## src/hdl/pec_pkg.sv

```systemverilog
package pec_pkg;

    localparam int unsigned NUM_CH   = 2;
    localparam int unsigned CNT_W    = 48;
    localparam int unsigned ADDR_W   = 8;
    localparam int unsigned STEP_W   = 5;

    // apb register map, byte addresses
    localparam logic [ADDR_W-1:0] OFS_CTRL    = 8'h00;
    localparam logic [ADDR_W-1:0] OFS_CMD     = 8'h04;
    localparam logic [ADDR_W-1:0] OFS_STATUS  = 8'h08;
    localparam logic [ADDR_W-1:0] OFS_CNT0_LO = 8'h0C;
    localparam logic [ADDR_W-1:0] OFS_CNT0_HI = 8'h10;
    localparam logic [ADDR_W-1:0] OFS_CNT1_LO = 8'h14;
    localparam logic [ADDR_W-1:0] OFS_CNT1_HI = 8'h18;

    // ctrl field layout, one byte per channel
    localparam int unsigned CTRL_CH_STRIDE = 8;
    localparam int unsigned CTRL_SEL_LSB   = 0;
    localparam int unsigned CTRL_RANGE_BIT = 5;
    localparam int unsigned CTRL_RATIO_BIT = 6;
    localparam int unsigned CMD_CLEAR_BIT  = 0;
    localparam int unsigned STAT_OVF_LSB   = 0;
    localparam int unsigned STAT_WIN_LSB   = 4;
    localparam int unsigned HI_W           = CNT_W - 32;
    localparam logic [31:0] CTRL_RESET     = 32'h0000_0000;

    // bus-to-cpu clock ratio codes and their steps
    localparam logic [STEP_W-1:0] STEP_ONE = 5'h01;
    localparam logic [STEP_W-1:0] STEP_R3  = 5'h03;
    localparam logic [STEP_W-1:0] STEP_R4  = 5'h04;
    localparam logic [STEP_W-1:0] STEP_R6  = 5'h06;
    localparam logic [STEP_W-1:0] STEP_R8  = 5'h08;
    localparam logic [STEP_W-1:0] STEP_R12 = 5'h0C;
    localparam logic [STEP_W-1:0] STEP_R24 = 5'h18;

    typedef enum logic [4:0] {
        EV_CACHEABLE_READ,
        EV_CACHEABLE_WRITE,
        EV_CACHEABLE_RW,
        EV_LOCAL_RAM,
        EV_ALL_OPERAND,
        EV_ONCHIP_IO,
        EV_DCACHE_READ_MISS,
        EV_DCACHE_WRITE_MISS,
        EV_DCACHE_ANY_MISS,
        EV_ICACHE_MISS,
        EV_DATA_XLATE_MISS,
        EV_FETCH_XLATE_MISS,
        EV_CACHEABLE_FETCH,
        EV_ANY_FETCH,
        EV_BRANCH_ISSUE,
        EV_BRANCH_TAKEN,
        EV_SUBROUTINE_CALL,
        EV_INSTR_ISSUE,
        EV_DUAL_ISSUE,
        EV_FLOAT_ISSUE,
        EV_TRAP_INSTR,
        EV_IRQ,
        EV_NMI,
        EV_BREAK_A,
        EV_BREAK_B,
        EV_ICACHE_FILL,
        EV_DCACHE_FILL,
        EV_ELAPSED,
        EV_FREEZE_ICACHE,
        EV_FREEZE_DCACHE,
        EV_FREEZE_BRANCH
    } pec_event_t;

    typedef enum logic [2:0] {
        RATIO_3,
        RATIO_4,
        RATIO_6,
        RATIO_8,
        RATIO_12,
        RATIO_24
    } pec_ratio_t;

    // per-cycle event strobes from the core
    typedef struct packed {
        logic       cacheable_read;
        logic       cacheable_write;
        logic       local_ram_access;
        logic       operand_access;
        logic       onchip_io_access;
        logic       dcache_read_miss;
        logic       dcache_write_miss;
        logic       icache_miss;
        logic       data_xlate_miss;
        logic       fetch_xlate_miss;
        logic       cacheable_fetch;
        logic       any_fetch;
        logic       branch_issue;
        logic       branch_taken;
        logic       subroutine_call;
        logic [1:0] issue_num;
        logic       float_issue;
        logic       trap_instr;
        logic       irq_accept;
        logic       nmi_accept;
        logic       break_a_hit;
        logic       break_b_hit;
        logic       icache_fill;
        logic       dcache_fill;
        logic       freeze_icache;
        logic       freeze_dcache;
        logic       freeze_branch;
    } pec_events_t;

    // run state and break-condition matches
    typedef struct packed {
        logic       program_running;
        logic       brk1_match;
        logic       brk4_match;
        pec_ratio_t ratio;
    } pec_run_t;

    typedef struct packed {
        logic        psel;
        logic        penable;
        logic        pwrite;
        logic [ADDR_W-1:0] paddr;
        logic [31:0] pwdata;
    } pec_apb_req_t;

endpackage : pec_pkg

```

## src/hdl/pec_top.sv

```systemverilog
// Behaviour
// - two independent channels, each with its own event select.
// - range one counts only while the user program runs.
// - range two opens on break condition 1, closes on condition 4.
// - in range two, conditions 1 and 4 gate counting, never halt.
// - cacheable operand accesses: read, write, or both variants.
// - local ram accesses, and all operand accesses, separately.
// - one count per on-chip io access.
// - operand cache misses on read, on write, or either.
// - one count per instruction cache miss.
// - data translation misses and fetch translation misses, separately.
// - cacheable fetches, and all fetches, separately.
// - issued branches, excluding zero-displacement conditionals (core flags).
// - taken branches from the same branch set.
// - issued subroutine calls, relative and register forms.
// - instructions issued, and dual-issue cycles, separately.
// - floating-point issues, and software trap executions, separately.
// - accepted non-nmi interrupts, and nmi interrupts, separately.
// - break channel a hits and channel b hits, separately.
// - instruction and operand cache fill cycles, one or a ratio step per cycle.
// - elapsed selection adds one, or the ratio step, per cycle inside the range.
// - freeze cycles for icache miss, dcache miss or branch.
// - 48-bit counters; overflow marks the count invalid.
// - cycle events add one, or a ratio step of 3..24.
module pec_top
    import pec_pkg::*;
#(
    parameter int unsigned CH_NUM  = pec_pkg::NUM_CH,
    parameter int unsigned CNT_WID = pec_pkg::CNT_W
) (
    input  wire logic                      pclk,
    input  wire logic                      presetn,
    input  wire logic                      psel,
    input  wire logic                      penable,
    input  wire logic                      pwrite,
    input  wire logic [pec_pkg::ADDR_W-1:0] paddr,
    input  wire logic [31:0]               pwdata,
    input  wire logic [3:0]                pstrb,
    output logic                           pready,
    output logic [31:0]                    prdata,
    output logic                           pslverr,
    input  wire pec_pkg::pec_events_t      events,
    input  wire pec_pkg::pec_run_t         run,
    output logic                           brk_halt_inhibit
);
    import pec_pkg::*;

    if (CH_NUM != 2 || CNT_WID != 48) begin : g_bad_cfg
        $error("pec_top: register map serves two 48-bit channels only");
    end

    function automatic logic [STEP_W-1:0] ratio_step(input pec_ratio_t r);
        case (r)
            RATIO_3:  ratio_step = STEP_R3;
            RATIO_4:  ratio_step = STEP_R4;
            RATIO_6:  ratio_step = STEP_R6;
            RATIO_8:  ratio_step = STEP_R8;
            RATIO_12: ratio_step = STEP_R12;
            RATIO_24: ratio_step = STEP_R24;
            default:  ratio_step = STEP_R24;
        endcase
    endfunction

    // increment for one channel in one cycle
    function automatic logic [STEP_W-1:0] ev_incr(input pec_event_t sel,
                                                  input pec_events_t e,
                                                  input logic [STEP_W-1:0] cyc);
        logic hit;
        logic is_cyc;
        hit    = 1'b0;
        is_cyc = 1'b0;
        ev_incr = '0;
        case (sel)
            EV_CACHEABLE_READ:    hit = e.cacheable_read;
            EV_CACHEABLE_WRITE:   hit = e.cacheable_write;
            EV_CACHEABLE_RW:      hit = e.cacheable_read | e.cacheable_write;
            EV_LOCAL_RAM:         hit = e.local_ram_access;
            EV_ALL_OPERAND:       hit = e.operand_access;
            EV_ONCHIP_IO:         hit = e.onchip_io_access;
            EV_DCACHE_READ_MISS:  hit = e.dcache_read_miss;
            EV_DCACHE_WRITE_MISS: hit = e.dcache_write_miss;
            EV_DCACHE_ANY_MISS:   hit = e.dcache_read_miss | e.dcache_write_miss;
            EV_ICACHE_MISS:       hit = e.icache_miss;
            EV_DATA_XLATE_MISS:   hit = e.data_xlate_miss;
            EV_FETCH_XLATE_MISS:  hit = e.fetch_xlate_miss;
            EV_CACHEABLE_FETCH:   hit = e.cacheable_fetch;
            EV_ANY_FETCH:         hit = e.any_fetch;
            EV_BRANCH_ISSUE:      hit = e.branch_issue;
            EV_BRANCH_TAKEN:      hit = e.branch_taken;
            EV_SUBROUTINE_CALL:   hit = e.subroutine_call;
            EV_DUAL_ISSUE:        hit = (e.issue_num == 2'h2);
            EV_FLOAT_ISSUE:       hit = e.float_issue;
            EV_TRAP_INSTR:        hit = e.trap_instr;
            EV_IRQ:               hit = e.irq_accept;
            EV_NMI:               hit = e.nmi_accept;
            EV_BREAK_A:           hit = e.break_a_hit;
            EV_BREAK_B:           hit = e.break_b_hit;
            EV_ICACHE_FILL:       is_cyc = e.icache_fill;
            EV_DCACHE_FILL:       is_cyc = e.dcache_fill;
            EV_ELAPSED:           is_cyc = 1'b1;
            EV_FREEZE_ICACHE:     is_cyc = e.freeze_icache;
            EV_FREEZE_DCACHE:     is_cyc = e.freeze_dcache;
            EV_FREEZE_BRANCH:     is_cyc = e.freeze_branch;
            default:              hit = 1'b0;
        endcase
        // issue count is the one event that may add two in a cycle
        if (sel == EV_INSTR_ISSUE) begin
            ev_incr = STEP_W'(e.issue_num);
        end else if (is_cyc) begin
            ev_incr = cyc;
        end else if (hit) begin
            ev_incr = STEP_ONE;
        end
    endfunction

    logic [31:0]         ctrl_q;
    logic [CH_NUM-1:0]   win_q;
    logic [CH_NUM-1:0]   ovf_q;
    logic [CNT_WID-1:0]  cnt_q [CH_NUM];
    logic                pready_q;
    logic [31:0]         prdata_q;
    logic                pslverr_q;
    logic                inhibit_q;

    logic                acc;
    logic                wr_en;
    logic                clr;
    logic                addr_ok;
    logic [31:0]         rd_d;
    logic [CH_NUM-1:0]   range2;

    // one wait state: answer on the second access cycle, from a flop
    assign acc   = psel & penable & ~pready_q;
    assign wr_en = acc & pwrite & addr_ok;
    assign clr   = wr_en && paddr == OFS_CMD && pstrb[0] && pwdata[CMD_CLEAR_BIT];

    always_comb begin
        addr_ok = 1'b1;
        rd_d    = '0;
        case (paddr)
            OFS_CTRL:    rd_d = ctrl_q;
            OFS_CMD:     rd_d = '0;
            OFS_STATUS: begin
                rd_d[STAT_OVF_LSB +: CH_NUM] = ovf_q;
                rd_d[STAT_WIN_LSB +: CH_NUM] = win_q;
            end
            OFS_CNT0_LO: rd_d = cnt_q[0][31:0];
            OFS_CNT0_HI: rd_d[HI_W-1:0] = cnt_q[0][CNT_WID-1:32];
            OFS_CNT1_LO: rd_d = cnt_q[1][31:0];
            OFS_CNT1_HI: rd_d[HI_W-1:0] = cnt_q[1][CNT_WID-1:32];
            default:     addr_ok = 1'b0;
        endcase
    end

    always_ff @(posedge pclk or negedge presetn) begin
        if (!presetn) begin
            pready_q  <= 1'b0;
            prdata_q  <= '0;
            pslverr_q <= 1'b0;
        end else begin
            pready_q  <= acc;
            pslverr_q <= acc & ~addr_ok;
            prdata_q  <= (acc && !pwrite && addr_ok) ? rd_d : '0;
        end
    end

    // selection and range are written by the host before the run
    always_ff @(posedge pclk or negedge presetn) begin
        if (!presetn) begin
            ctrl_q <= CTRL_RESET;
        end else if (wr_en && paddr == OFS_CTRL) begin
            for (int b = 0; b < 4; b++) begin
                if (pstrb[b]) begin
                    ctrl_q[b*8 +: 8] <= pwdata[b*8 +: 8];
                end
            end
        end
    end

    // counter and window updates land on the edge that raises pready, one edge
    // before the master sees it, so the write is visible by then: use acc
    generate
        for (genvar c = 0; c < CH_NUM; c++) begin : g_ch
            pec_event_t        sel;
            logic              ratio_mode;
            logic              active;
            logic [STEP_W-1:0] cyc_step;
            logic [CNT_WID:0]  sum;

            assign sel        = pec_event_t'(ctrl_q[c*CTRL_CH_STRIDE + CTRL_SEL_LSB +: 5]);
            assign range2[c]  = ctrl_q[c*CTRL_CH_STRIDE + CTRL_RANGE_BIT];
            assign ratio_mode = ctrl_q[c*CTRL_CH_STRIDE + CTRL_RATIO_BIT];
            assign cyc_step   = ratio_mode ? ratio_step(run.ratio) : STEP_ONE;
            // range two also needs the program running, so halts stop it
            assign active     = run.program_running & (range2[c] ? win_q[c] : 1'b1);
            assign sum        = {1'b0, cnt_q[c]}
                              + (CNT_WID+1)'(ev_incr(sel, events, cyc_step));

            always_ff @(posedge pclk or negedge presetn) begin
                if (!presetn) begin
                    win_q[c] <= 1'b0;
                end else if (clr || !range2[c]) begin
                    win_q[c] <= 1'b0;
                end else if (run.brk4_match) begin
                    win_q[c] <= 1'b0;
                end else if (run.brk1_match) begin
                    win_q[c] <= 1'b1;
                end
            end

            always_ff @(posedge pclk or negedge presetn) begin
                if (!presetn) begin
                    cnt_q[c] <= '0;
                end else if (clr) begin
                    cnt_q[c] <= '0;
                end else if (active) begin
                    cnt_q[c] <= sum[CNT_WID-1:0];
                end
            end

            // sticky invalid flag; a wrap in the clearing cycle is dropped
            // because the count itself restarts from zero
            always_ff @(posedge pclk or negedge presetn) begin
                if (!presetn) begin
                    ovf_q[c] <= 1'b0;
                end else if (clr) begin
                    ovf_q[c] <= 1'b0;
                end else if (active && sum[CNT_WID]) begin
                    ovf_q[c] <= 1'b1;
                end
            end
        end
    endgenerate

    // core must not halt on conditions 1 and 4 while any channel uses them
    always_ff @(posedge pclk or negedge presetn) begin
        if (!presetn) begin
            inhibit_q <= 1'b0;
        end else begin
            inhibit_q <= |range2;
        end
    end

    assign pready           = pready_q;
    assign prdata           = prdata_q;
    assign pslverr          = pslverr_q;
    assign brk_halt_inhibit = inhibit_q;

endmodule // pec_top

```

## config.mk

```make
export PLATFORM = sky130hd
export DESIGN_NAME = pec_top
export DESIGN_NICKNAME = d
export VERILOG_FILES = /design/src/hdl/pec_pkg.sv /design/src/hdl/pec_top.sv
export SDC_FILE = /design/constraint.sdc
export NUM_CORES = 1
export LEC_CHECK = 0
export BUFFER_PORTS_ARGS = -buffer_cell sky130_fd_sc_hd__clkbuf_2
export CAP_MARGIN = 10
export CELL_PAD_IN_SITES_DETAIL_PLACEMENT = 1
export CELL_PAD_IN_SITES_GLOBAL_PLACEMENT = 1
export CORE_UTILIZATION = 40
export CTS_BUF_LIST = sky130_fd_sc_hd__clkbuf_4
export CTS_CLUSTER_DIAMETER = 200
export CTS_CLUSTER_SIZE = 8
export DETAILED_ROUTE_END_ITERATION = 10
export PLACE_DENSITY_LB_ADDON = 0.1
export SETUP_SLACK_MARGIN = 0.1
export SYNTH_ARGS = -nofsm -noshare
export SYNTH_HDL_FRONTEND = slang
export SYNTH_SLANG_ARGS = --single-unit
```

## constraint.sdc

```tcl
create_clock -name pclk -period 7.2 [get_ports pclk]
set_input_delay 0.36 -clock pclk [delete_from_list [all_inputs] [get_ports pclk]]
set_output_delay 0.36 -clock pclk [all_outputs]
set_load 0.05 [all_outputs]
```

; ---- Yosys cells after proc, flatten, opt, wreduce, memory -nomap -nowiden
; Cells that the tools add are included.
[classes]
addsub = 2
n_eq_ne = 71
mux = 34
n_bitwise = 11
n_reduce_logical = 29
[op_table]
columns = cell, count
row1 = 48-bit two-way mux, 4
row2 = "5-bit equality test, second input constant", 30
row3 = 48-bit by 5-bit adder with 49-bit output, 2
row4 = "5-bit by 4-bit equality test with 1-bit output, second input constant", 16
row5 = 10-bit one-hot mux with 5 select lines, 1
row6 = 1-bit one-hot mux with 24 select lines, 2
row7 = 16-bit one-hot mux with 3 select lines, 1
row8 = "5-bit by 3-bit equality test with 1-bit output, second input constant", 8
row9 = 32-bit two-way mux, 1
row10 = 5-bit two-way mux, 6
row11 = 5-bit one-hot mux with 5 select lines, 1
row12 = "8-bit by 5-bit equality test with 1-bit output, second input constant", 3
row13 = 2-bit one-hot mux with 6 select lines, 2
row14 = "5-bit by 2-bit equality test with 1-bit output, second input constant", 4
row15 = "8-bit by 4-bit equality test with 1-bit output, second input constant", 2
row16 = 1-bit two-way mux, 13
row17 = 1-bit one-hot mux with 6 select lines, 2
row18 = "5-bit by 1-bit equality test with 1-bit output, second input constant", 2
row19 = 5-bit zero test, 2
row20 = 2-bit one-hot mux with 5 select lines, 1
row21 = "8-bit by 3-bit equality test with 1-bit output, second input constant", 1
row22 = 1-bit logical AND, 8
row23 = 8-bit zero test, 1
row24 = 2-bit AND reduction, 4
row25 = 14 further kinds, 30
[word_totals]
regBits = 167
in_bits = 83
out_inout_bits = 35
wordCells = 161

; ---- Longest topological paths before layout
; Gate-level depths: netlist (run 1).
[depth]
ltp_word = 9
ltp_mapped = 16
depth_no_buf = 12

; ---- Worst setup path after synthesis (run 1)
; Ideal clock, no wire load.
[synth_path]
path_type = register -> register
from = register ctrl_q[0]
to = register cnt_q[95] in the netlist's numbering
setup_ps = 136
t_arrival_ps = 3486
path_slack_ps = 3577
path_stages_with_launch = 13
path_buffers = 3
period_less_slack_ps = 3623
cell_sequence = dfrtp_1 > clkbuf_1 > clkbuf_1 > o41a_1 > o311a_1 > a211oi_1 > ha_1 > a21o_1 > nand4_1 > clkbuf_1 > a2111oi_1 > a31o_2 > a21oi_1
[synth_via]
elab_chain_cells = 8
elab_cells_between_ends = 39
cone_classes = add/sub (1) / eq/ne (30) / mux (7) / reduce/logical (1)
[synth_lines]
columns = item, line_no
row1 = start: declaration, pec_top.sv:116  ; logic [31:0] ctrl_q;
row2 = start signal: indexed assignment, pec_top.sv:174  ; ctrl_q[b*8 +: 8] <= pwdata[b*8 +: 8];
row3 = 5-bit equality test (tied with other cells), pec_top.sv:73  ; case (sel)
row4 = 1-bit one-hot mux with 24 select lines, pec_top.sv:73
row5 = 1-bit two-way mux, pec_top.sv:111  ; end else if (hit) begin
row6 = 5-bit two-way mux, pec_top.sv:109  ; end else if (is_cyc) begin
row7 = 5-bit two-way mux (*), pec_top.sv:107  ; if (sel == EV_INSTR_ISSUE) begin
row8 = 48-bit by 5-bit adder with 49-bit output (*), pec_top.sv:197  ; + (CNT_WID+1)'(ev_incr(sel, events, cyc_step));
row9 = 48-bit two-way mux (*), pec_top.sv:216  ; end else if (active) begin
row10 = 48-bit two-way mux (*), pec_top.sv:214  ; end else if (clr) begin
row11 = end signal: indexed assignment, pec_top.sv:217  ; cnt_q[c] <= sum[CNT_WID-1:0];
row12 = end: declaration, pec_top.sv:119  ; logic [CNT_WID-1:0] cnt_q [CH_NUM];
; Mark *: on every way between the ends. The rest lies on a longest branch, timed or not. The select of a mux whose other input is x is not followed.
; A chain may end at the register's enable or synchronous reset.

; ---- Final worst setup path (run 1)
[layout_path]
from = register ctrl_q[9]
to = register cnt_q[33] in the netlist's numbering
; The elaborated chain is that of the path after synthesis.

==> results of run 1 <==
==> path summary, 6_finish.rpt <==
check | startpoint | to | slack, ns | depth (start not counted)
max in group asynchronous | presetn | cnt_q[69] | 5.73 | 3
max reg2reg | ctrl_q[9] | cnt_q[33] | 2.77 | 10
min in group asynchronous | presetn | ctrl_q[9] | 0.24 | 2
max | ctrl_q[9] | cnt_q[33] | 2.77 | 10
min | run[4] | win_q[1] | 0.07 | 3
min reg2reg | ctrl_q[27] | ctrl_q[27] | 0.53 | 1
==> layout make-up <==
class,count,area [um^2]
Tap cell,319,399.1
Antenna cell,1,2.502
Timing Repair Buffer,165,1035
Multi-Input combinational cell,795,5154
Clock buffer,18,135.1
Clock inverter,14,118.9
Sequential cell,167,4179
Fill cell,2769,12460
Inverter,17,63.81
==> cell usage in the layout (no fill, tap or decap), drive strengths merged, types with 4 or more instances in the layout <==
cell         netlist  layout
nor2              62      62
clkbuf            54     135
mux2              35      35
clkinv             0       6
o21a               5       5
ha                10      10
a21oi            104     104
nand2b            12      12
nand4             23      23
buf               12      14
inv               17      22
nand2            100     100
a211o              5       5
xnor2             32      32
and4              11      11
or2                5       5
o21ai             54      54
dfrtp            167     167
or3               20      20
nor3b              5       5
o31ai             17      17
a22oi             29      29
mux2i             24      24
o32ai              5       5
o41ai              8       8
or4b               6       6
and2              12      12
nand3             47      47
dlygate4sd3        0      34
a222oi             4       4
nor2b              8       8
a21o               5       5
and3              10      10
nand3b            12      12
nand4b             8       8
or4               19      19
nor4              11      11
a211oi            15      15
nor3              24      24
==> cell usage after synthesis (all sizes together), types with 15 or more instances <==
library cell and n:
nand2 100, clkbuf 54, a211oi 15, nor3 24, o21ai 54, or4 19, nand4 23, dfrtp 167
inv 17, nor2 62, or3 20, xnor2 32, a21oi 104, a22oi 29, nand3 47, o31ai 17
mux2 35, mux2i 24
==> flip-flops by register name, indices dropped and copies added, names as in the netlist <==
| name | count |
|---|---|
| ovf_q | 2 |
| ctrl_q | 32 |
| pslverr | 1 |
| win_q | 2 |
| pready | 1 |
| cnt_q | 96 |
| prdata | 32 |
| brk_halt_inhibit | 1 |
==> worst reg2reg max path, stage by stage, from the launching register on <==
cell and delay [ns]:
dfrtp_1 0.79, or4bb_1 0.54, o211ai_1 0.13, o2111ai_1 0.27, o32ai_1 0.49, ha_1 0.26, a211oi_1 0.09, o21ai_0 0.34
nand4_1 0.61, or4_1 0.69, a21oi_1 0.16
==> logic make-up after synthesis <==
logic type      synth area share, %
fa+ha+maj                     1.711
xor+xnor                      3.176
buf+inv                       3.396
mux                           6.806
simple gates                  22.78
flops                         43.30
compound gates                18.84
==> metal layers <==
metal  global-route usage, %  share of wire, %
met4                   8.322               2.0
met2                   43.91                46
met3                   3.607               4.3
met5                       0                 0
met1                   39.35                47
==> where the power goes <==
| group | switching, mW | internal, mW |
|---|---|---|
| Combinational | 0.117 | 0.0901 |
| Sequential | 0.0347 | 0.963 |
| Clock | 0.388 | 0.149 |
| Total | 0.540 | 1.20 |
==> stage by stage <==
step | hold slack (ns) | power [mW] | instance area [um^2] | setup WS, ns | cells
global route | 0.03917 | 1.822 | 11090 | 2.495 | 1496
finish | 0.06709 | 1.742 | 11090 | 2.772 | 1496
detailed placement | 0.3597 | 1.207 | 10480 | 2.870 | 1427
floorplan | 0.06441 | 1.115 | 9652 | 3.577 | 1045
global placement | 0.3570 | 1.203 | 10480 | 2.951 | 1427
CTS | 0.03682 | 1.753 | 11070 | 2.812 | 1493
==> impl_summary.md, run 1 <==
Outcome
The run finished with clean final reports.

Timing
The remaining max-slew budget at the tightest pin is 26.01%. The shortest period the worst path allows is 4.428 ns. Adding up every negative setup slack in the final design gives 0 ns. The final worst-path cycle share is 61.50%. The maximum clock frequency is 225.8 MHz. The transition at the pin with the smallest max-transition slack is 1.110 ns. The final-report hold violation count is 0. The clock skew is 0.02783 ns.

The total count of max-transition violations in the final report is 0. Setup repair after global routing left no endpoint under its margin. Setup violations remaining at the end of the flow were counted as 0.

Route
Summed over all layers, the routed wires come to 32630 um. In the routed layout, each cell is associated on average with a via count of 6.009. The routed wire length per instance is 21.81 um.

The count of TritonRoute iterations in the first routing pass is 5. The first routing iteration left 631 violations. After detailed routing, the number of remaining DRC violations is 0. The via count is 8990. The number of nets still failing antenna checks after routing is 0.

Worst setup path
Data arrives at the worst endpoint at 4.96 ns. Of all nets on the critical path, the largest fanout is 21. The number of buffers and inverters on the critical path is 0.

The sort of element at the end of the critical path is a flop. STA classifies the critical path startpoint as a flop. Walking the worst path, the cells encountered are or4bb_1 > o211ai_1 > o2111ai_1 > o32ai_1 > ha_1 > a211oi_1 > o21ai_0 > nand4_1 > or4_1 > a21oi_1.

The critical path is of the reg -> reg type. In this design, the largest share of critical-path delay is due to simple AND/OR/NAND/NOR gates. On the worst path, the slowest cell contributes a delay of 0.79 ns. The slowest library cell on the worst path is dfrtp_1. STA puts the critical path data required time at 7.73 ns.

Worst hold path
The classification of the worst-slack hold path is in -> reg.

Clock network
The CTS tree is built. The worst-case clock buffer depth is 2. Once the clock tree was built, the resizer swapped 0 gates to a different size. The number of hold buffers added after cts is 34. The insertion delay of the later-clocked pin in the worst-skew pair is 0.60 ns. The clock input transition at the sequential cells of the worst setup and hold paths is 0.17 ns. The level count of the clock H-tree is 4. The clock net sink count is 167. The tree is rooted in a clkbuf_4. In this run, CTS created clock tree buffers numbering 17. The post-CTS setup repair buffer count is 0.

Power
In this run the static leakage power is 4.616 nW. The worst supply voltage drop on vdd is 0.09301 mV. The power per unit of standard cell area is 157.1 nW/um^2.

Synth
The number of enable-type register cells in the synthesized netlist is 0. The fraction of registers with async set/reset is 100.0%. Summing every instance area after synthesis gives 9652 um^2. The total of warnings raised by yosys is 0. The count of unique library cells instantiated by Yosys is 75. Dividing the synthesized area by the synthesized cell count gives 9.236 um^2. By area the synthesized netlist is led by dfrtp_1, a21oi_1, mux2_2. Synthesis inferred 167 register bits. The number of nets handed over by synthesis was 1140.

After technology mapping, the gate count stands at 1045. The synthesized design devotes to its leading area cell type 43.30% of total area. The main flop type after synthesis is dfrtp_1. The leading area contributor after synthesis is dfrtp_1. The portion of the post-synthesis area used by sequential elements is 43.30%.

Place
Buffers placed on the I/O ports in this run total 117. At the end of routability-driven placement, the weighted congestion stood at 0.8613. The HPWL after detailed placement is 23450 um.

Finish
The final standard cell utilization of the core is 47.09%. The post-route netlist has 18.62% of its cells at a drive strength greater than 1. The number of nets at the end of the flow is 1258. The area added between synthesis and finish is 14.87%.

Global routing
The global-route usage over all layers is 27.73%. The pin count of the biggest net entering global routing is 96. The via count of the first global-routing pass is 9047. The first global-routing pass estimated 52250 um of wire. The total overflow left after global routing is 0.

The initial antenna violation count is 1.

Floorplan
The initial standard-cell utilization of the core is 41.00%. 118 I/O pins were placed. The die is 157.3 um tall. In this run the standard cell core region covers 23540 um^2. The die is 157.3 um wide. The floorplan die area is 24750 um^2. The floorplan has 56 rows.

Job
The max-capacitance violation count is 0.
No activity file was read; power rests on OpenSTA's default activity.
==> run 2, diff against run 1 <==
==> constraint.sdc (replaced) <==
create_clock -name pclk -period 3.7 [get_ports pclk]
set_input_delay 0.185 -clock pclk [delete_from_list [all_inputs] [get_ports pclk]]
set_output_delay 0.185 -clock pclk [all_outputs]
set_load 0.05 [all_outputs]
==> run 2 against run 1 <==
Clock skew increased by 0.0074 ns. Critical path depth increased by 4. Clock-buffer cell count decreased by 1. Register-to-register slack got worse by 2.6 ns. Total power increased by 110%.
==> impl_summary.md, run 2 (synthesis gave the netlist of run 1 again) <==
Outcome
The flow ran to the end, and the final reports show no timing, DRC or antenna violations.

Worst setup path
Data on the critical path arrives at its endpoint at 4.05 ns. The worst setup path is captured at a flop. STA puts the critical path data required time at 4.18 ns. The highest net fanout along the worst path is 13. The worst setup path is of the reg -> reg kind. The worst setup path is launched from a flop.

Global routing
The global-route usage over all layers is 28.74%. The first-pass GRT wire length is 53770 um. Summed over all layers, the global routing overflow is 0. The via count of the first global-routing pass is 9405. The pin count of the biggest net entering global routing is 92.

The initial antenna violation count came to 1.

Finish
Relative to the synthesized area, the layout overhead comes to 24.20%. The register ranked first by flip-flop count is cnt_q. In the layout the commonest cells are dfrtp_1, clkbuf_2, nand2_1. In the final layout, the share of cells above drive strength 1 is 26.72%. The flip-flop count of the largest register after layout is 96. In the final layout, the multi-input gates occupy 5463 um^2. The number of filler cells placed in the layout is 2758. The number of nets at the end of the flow is 1321. The most common library cell in the layout ignoring fill and taps is dfrtp_1.

The count of non-filler cells in the finished layout is 1559. The sequential cell area is 4188 um^2.

Route
The DRC violation total after the first TritonRoute iteration is 679. After detailed routing, the total wire length is 34850 um. The highest metal layer with signal wires is met4. The detail route stage leaves a number of antenna-violating nets equal to 0. The amount of wire on met3 after detailed routing is 1627 um.

For this run, design rule violations remaining after detail routing come to 0. The sum of routed wire segments on met1 is 15520 um. Dividing the detail-routed via count by the number of cells gives 6.012. The via count is 9372. The routed length on met2 is 16530 um. Dividing the detail-routed wire length by the instance count gives 22.35 um. The pre-antenna-repair detailed-routing pass consisted of 5 iterations.

Clock network
CTS saw 167 sinks. No sink is reached through more buffers than the 2 on the longest clock path. TritonCTS built the clock tree. The clock input transition at the sequential cells of the worst setup and hold paths is 0.17 ns. The later pin in the worst-skew pair is clocked with a latency of 0.61 ns. The level count of the clock H-tree is 4. The number of buffers created by CTS is 17. The clock root buffer is clkbuf_4.

Floorplan
The number of cell rows is 56. The floorplan die area is 24750 um^2. The initial utilization of the core area, before any placement, comes to 41.00%. The die is 157.3 um tall.

From left edge to right edge, the die measures 157.3 um. The core area is 23540 um^2. The total I/O pin count is 118.

Power
For this design the ratio of total power to cell area is 298.8 nW/um^2. The worst supply voltage drop on vdd is 0.1769 mV. Summed over all cells, the static leakage comes to 4.994 nW.

Worst hold path
In this run the worst hold path is classified as in -> reg.

Timing
After layout, the minimum clock period comes to 3.567 ns. The clock skew is 0.03520 ns. Setup repair after global routing could not meet its margin everywhere. For the pin with the worst max-slew slack, the measured transition is 1.264 ns. The remaining max-slew budget at the tightest pin is 15.62%. Setup violations remaining at the end of the flow were counted as 0. The final-report hold violation count is 0. The total count of max-transition violations in the final report is 0.

Timing would allow up to 280.4 MHz. The worst path uses 96.39% of the clock period. Hold is met by 0.06425 ns.

Job
The max-capacitance violation count is 0.

Place
Summed over all nets, the half-perimeter wirelength after detailed placement is 24420 um. In this run the tool buffered the top-level ports with 117 buffer cells. The weighted congestion reported at the end of routability-driven placement is 0.9046. Once placement completed, the tool counted placed cells totaling 1461.
-- run 2: changes by cell type in the layout (fill, tap and decap cells not counted), sizes merged --
cell	previous run	this run
dlygate4sd3	34	42
clkinvlp	3	1
or4	19	21
buf	14	66
bufinv	0	1
clkinv	6	7
inv	22	23
-- run 2: worst max-delay path, stage by stage (launching register included) --
cell      delay, ns
dfrtp_2        0.48
buf_4          0.17
nor2b_1        0.15
a32o_1         0.26
a221o_1        0.36
nor3_2         0.26
a211oi_2       0.08
ha_2           0.21
fa_2           0.38
a211o_1        0.32
a21oi_4        0.25
buf_6          0.21
nand2b_1       0.14
or4_1          0.12
a21oi_1        0.06
-- run 2: area by class of cell --
type | instances | area share, %
clock buffers | 17 | 1.065
clock inverters | 15 | 1.524
diodes | 1 | 0.02087
multi-input cells | 797 | 45.57
inverters | 17 | 0.5323
flip-flops and latches | 167 | 34.93
repair buffers | 226 | 13.03
well taps | 319 | 3.330
-- run 2: what timing repair did --
action	4_1_cts	5_1_grt
hold buffers	42	0
gates resized for setup	19	65
hold endpoints to repair	128	0
buffers inserted	3	18
setup endpoints to repair	50	63
pin swaps	4	17
cloned	2	0
-- run 2: where the power goes --
part	internal, mW	switching [mW]	leakage [nW]
registers	1.87	0.0722	2.29
clock network	0.375	0.801	0.162
logic	0.208	0.251	2.55
total	2.46	1.12	4.99
-- run 2: final timing paths --
check / depth (start not counted) / from / slack [ns] / to
max in group asynchronous: 3 / presetn / 2.51 / cnt_q[18]
max: 14 / ctrl_q[8] / 0.13 / cnt_q[36]
min: 4 / run[5] / 0.06 / cnt_q[51]
min in group asynchronous: 2 / presetn / 0.21 / ctrl_q[10]
min reg2reg: 1 / ctrl_q[31] / 0.53 / ctrl_q[31]
max reg2reg: 14 / ctrl_q[8] / 0.13 / cnt_q[36]
-- run 2: metal layers --
metal  vias to the layer above  track usage [%]
met4                         0            10.68
met3                        67            4.185
met5                         -                0
met1                      4758            38.45
met2                       267            47.01
li1                       4280                -
-- run 2: metrics by stage --
step	area, um^2	util [%]	setup slack, ns	TNS (ns)	power [mW]
after floorplan	9657	-	0.1322	0	2.170
after global placement	10760	45.72	-0.1286	-0.5011	2.358
after detailed placement	10760	45.72	-0.2087	-1.255	2.366
after CTS	11590	49.25	0.09963	0	3.581
after global routing	11990	50.92	0.03121	0	3.715
final	11990	50.92	0.1335	0	3.582
==> run 3, diff against run 2 <==
--- a/config.mk
+++ b/config.mk
@@ -9,6 +9,7 @@
 export CAP_MARGIN = 10
 export CELL_PAD_IN_SITES_DETAIL_PLACEMENT = 1
 export CELL_PAD_IN_SITES_GLOBAL_PLACEMENT = 1
+export CORE_ASPECT_RATIO = 1.5
 export CORE_UTILIZATION = 40
 export CTS_BUF_LIST = sky130_fd_sc_hd__clkbuf_4
 export CTS_CLUSTER_DIAMETER = 200
@@ -16,6 +17,7 @@
 export DETAILED_ROUTE_END_ITERATION = 10
 export PLACE_DENSITY_LB_ADDON = 0.1
 export SETUP_SLACK_MARGIN = 0.1
+export SLEW_MARGIN = 30
 export SYNTH_ARGS = -nofsm -noshare
 export SYNTH_HDL_FRONTEND = slang
 export SYNTH_SLANG_ARGS = --single-unit
==> run 3 against run 2 <==
Die area about the same. Utilization decreased by 0.26 points. Sequential share of layout area is essentially flat. Routed wire length grew 0.23%. Design area hardly changed. Largest cell class unchanged. Largest power group unchanged.
==> impl_summary.md, run 3 (synthesis gave the netlist of run 1 again) <==
Floorplan
The initial standard-cell utilization of the core is 40.80%. The number of cell rows is 69. The core area is 23660 um^2. The width of the chip is 128.8 um. The floorplan step defined a die boundary enclosing 24770 um^2. In this run the count of I/O pins placed on the die edge is 118. The floorplan step set the die height to 192.2 um.

Clock network
For the worst-skew pair, the clock arrives at the later sink with an insertion delay of 0.62 ns. Clock-pin slew was measured on the worst setup and hold paths at 0.16 ns. The clock passes through at most 2 buffers.

The clock net sink count is 167. CTS placed an instance of clkbuf_4 at the clock tree root. The H-tree generated during clock tree synthesis spans 4 levels. Counting the buffers created by CTS gives 17. TritonCTS built the clock tree.

Finish
After the last flow step, the layout net total stands at 1326. With fillers left out, the area of the finished cells amounts to 11980 um^2. The most common library cell in the layout ignoring fill and taps is dfrtp_1. Compared with the post-synthesis result, the final layout area differs by 24.15%. The number of filler cells placed in the layout is 2779.

In the layout the commonest cells are dfrtp_1, clkbuf_2, nand2_1. The flip-flop count of the largest register after layout is 96. Cells with a size suffix above 1 make up 25.96% of the layout.

Ranked by flip-flop count, first place goes to cnt_q.

Worst setup path
The worst setup path is launched from a flop. The type of the worst setup path is reg -> reg. The sort of element at the end of the critical path is a flop. The arrival time reported for the critical path endpoint is 4.10 ns.

Of all nets on the critical path, the largest fanout is 7. The required time of the critical path is 4.24 ns.

Timing
The remaining max-slew budget at the tightest pin is 41.69%. The final setup violation count is 0. The final-report hold violation count is 0.

The final setup slack of the worst path is 0.1346 ns. Counting I/O delays and the setup requirement, the final critical path takes 3.565 ns. Of the available clock period, the critical path in the final layout requires 96.36%. The clock skew is 0.02637 ns.

Timing would allow up to 280.5 MHz. The total count of max-transition violations in the final report is 0. Setup repair after global routing could not meet its margin everywhere.

At the pin with the least slew margin, the transition time is 0.8721 ns.

Job
Max-cap violations in this run came to 0.

Global routing
For this run the aggregate overflow at the end of global routing stands at 0. The initial antenna violation count came to 1. The first global-routing pass estimated 54500 um of wire.

Global routing used 29.39% of the available tracks. The via count of the first global-routing pass is 9513. The pin count of the biggest net entering global routing is 96.

Power
The overall power after layout is 3.417 mW. In this run the static leakage power is 5.002 nW. The worst supply voltage drop on vdd is 0.1961 mV.

Dividing total power by cell area gives a power density of 285.2 nW/um^2.

Route
The count of nets left with antenna violations once routing finished came out at 0. The via density per instance is 5.923. Summing over every cut layer, the via total after detailed routing is 9264. After detailed routing, the total wire length is 34930 um. The first detailed-routing pass ran for 5 iterations. The remaining routing DRC violations is 0. The routed wire length per instance is 22.33 um. After the first detailed-routing iteration, the DRC count stood at 559.

Place
The area of placed instances is 10810 um^2. The worst slack at placement is -0.02106 ns. The weighted congestion reported at the end of routability-driven placement is 0.9160. Detailed placement ended at an HPWL of 25230 um. The number of input and output port buffers inserted is 117.

Outcome
The flow ran to the end, and the final reports show no timing, DRC or antenna violations.

Worst hold path
The classification of the worst-slack hold path is in -> reg.
[run 3: changes by cell type in the layout (fill, tap and decap cells not counted), sizes merged]
cell      previous run  this run
bufinv               1         0
clkinv               7         4
buf                 66        70
clkbuf             135       137
clkinvlp             1         4
[run 3: per-stage QoR]
step	hold WS [ns]	utilization (%)	setup TNS, ns	instances
finish	0.05779	50.66	0	1564
global route	0.05058	50.66	0	1564
CTS	0.005610	49.03	0	1546
detailed placement	0.3637	45.69	-0.02566	1467
global placement	0.3543	45.69	0	1467
floorplan	-0.1106	-	0	1045
[run 3: routing by layer]
layer	GRT usage (%)	up-vias	wire length, um
met1	36.32	4707	14860
met2	50.91	201	17700
met3	3.900	63	1041
met4	12.62	0	1324
met5	0	-	0
li1	-	4293	-
[run 3: worst paths after layout]
check,startpoint,end,slack (ns),cells after the start
min,run[5],cnt_q[48],0.06,3
min in group asynchronous,presetn,cnt_q[82],0.21,2
min reg2reg,ovf_q[1],ovf_q[1],0.50,2
max,ctrl_q[1],cnt_q[92],0.13,14
max reg2reg,ctrl_q[1],cnt_q[92],0.13,14
max in group asynchronous,presetn,ctrl_q[8],2.58,3
[run 3: layout make-up]
class / count / area [um^2] / area share [%]
diodes: 1 / 2.502 / 0.02088
clock buffers: 18 / 135.1 / 1.128
clock inverters: 14 / 117.6 / 0.9815
inverters: 17 / 63.81 / 0.5325
multi-input cells: 797 / 5385 / 44.94
flip-flops and latches: 167 / 4187 / 34.94
well taps: 319 / 399.1 / 3.331
repair buffers: 231 / 1693 / 14.13
[run 3: critical path, cell delays in order (launching register included)]
cell and delay [ns]:
dfrtp_2 0.49, buf_12 0.14, inv_1 0.05, o41a_1 0.40, o311a_1 0.32, a211oi_2 0.21
buf_4 0.16, ha_4 0.13, fa_2 0.19, a211o_1 0.16, a21oi_2 0.07, or4_4 0.50
buf_8 0.17, or3_1 0.34, a21oi_1 0.15
[run 3: power breakdown]
part	total, mW	switching [mW]	leakage [nW]	internal, mW
Sequential	1.94	0.0614	2.29	1.87
Clock	1.04	0.746	0.131	0.291
Combinational	0.445	0.243	2.58	0.202
Total	3.42	1.05	5.00	2.37
[run 3: repair_timing]
action / CTS / global route
gates cloned: 1 / 4
buffers inserted: 4 / 13
endpoints found under the hold margin: 131 / 0
hold buffers: 42 / 0
gates resized for setup: 16 / 48
endpoints found under the setup margin: 50 / 68
pin swaps: 1 / 23
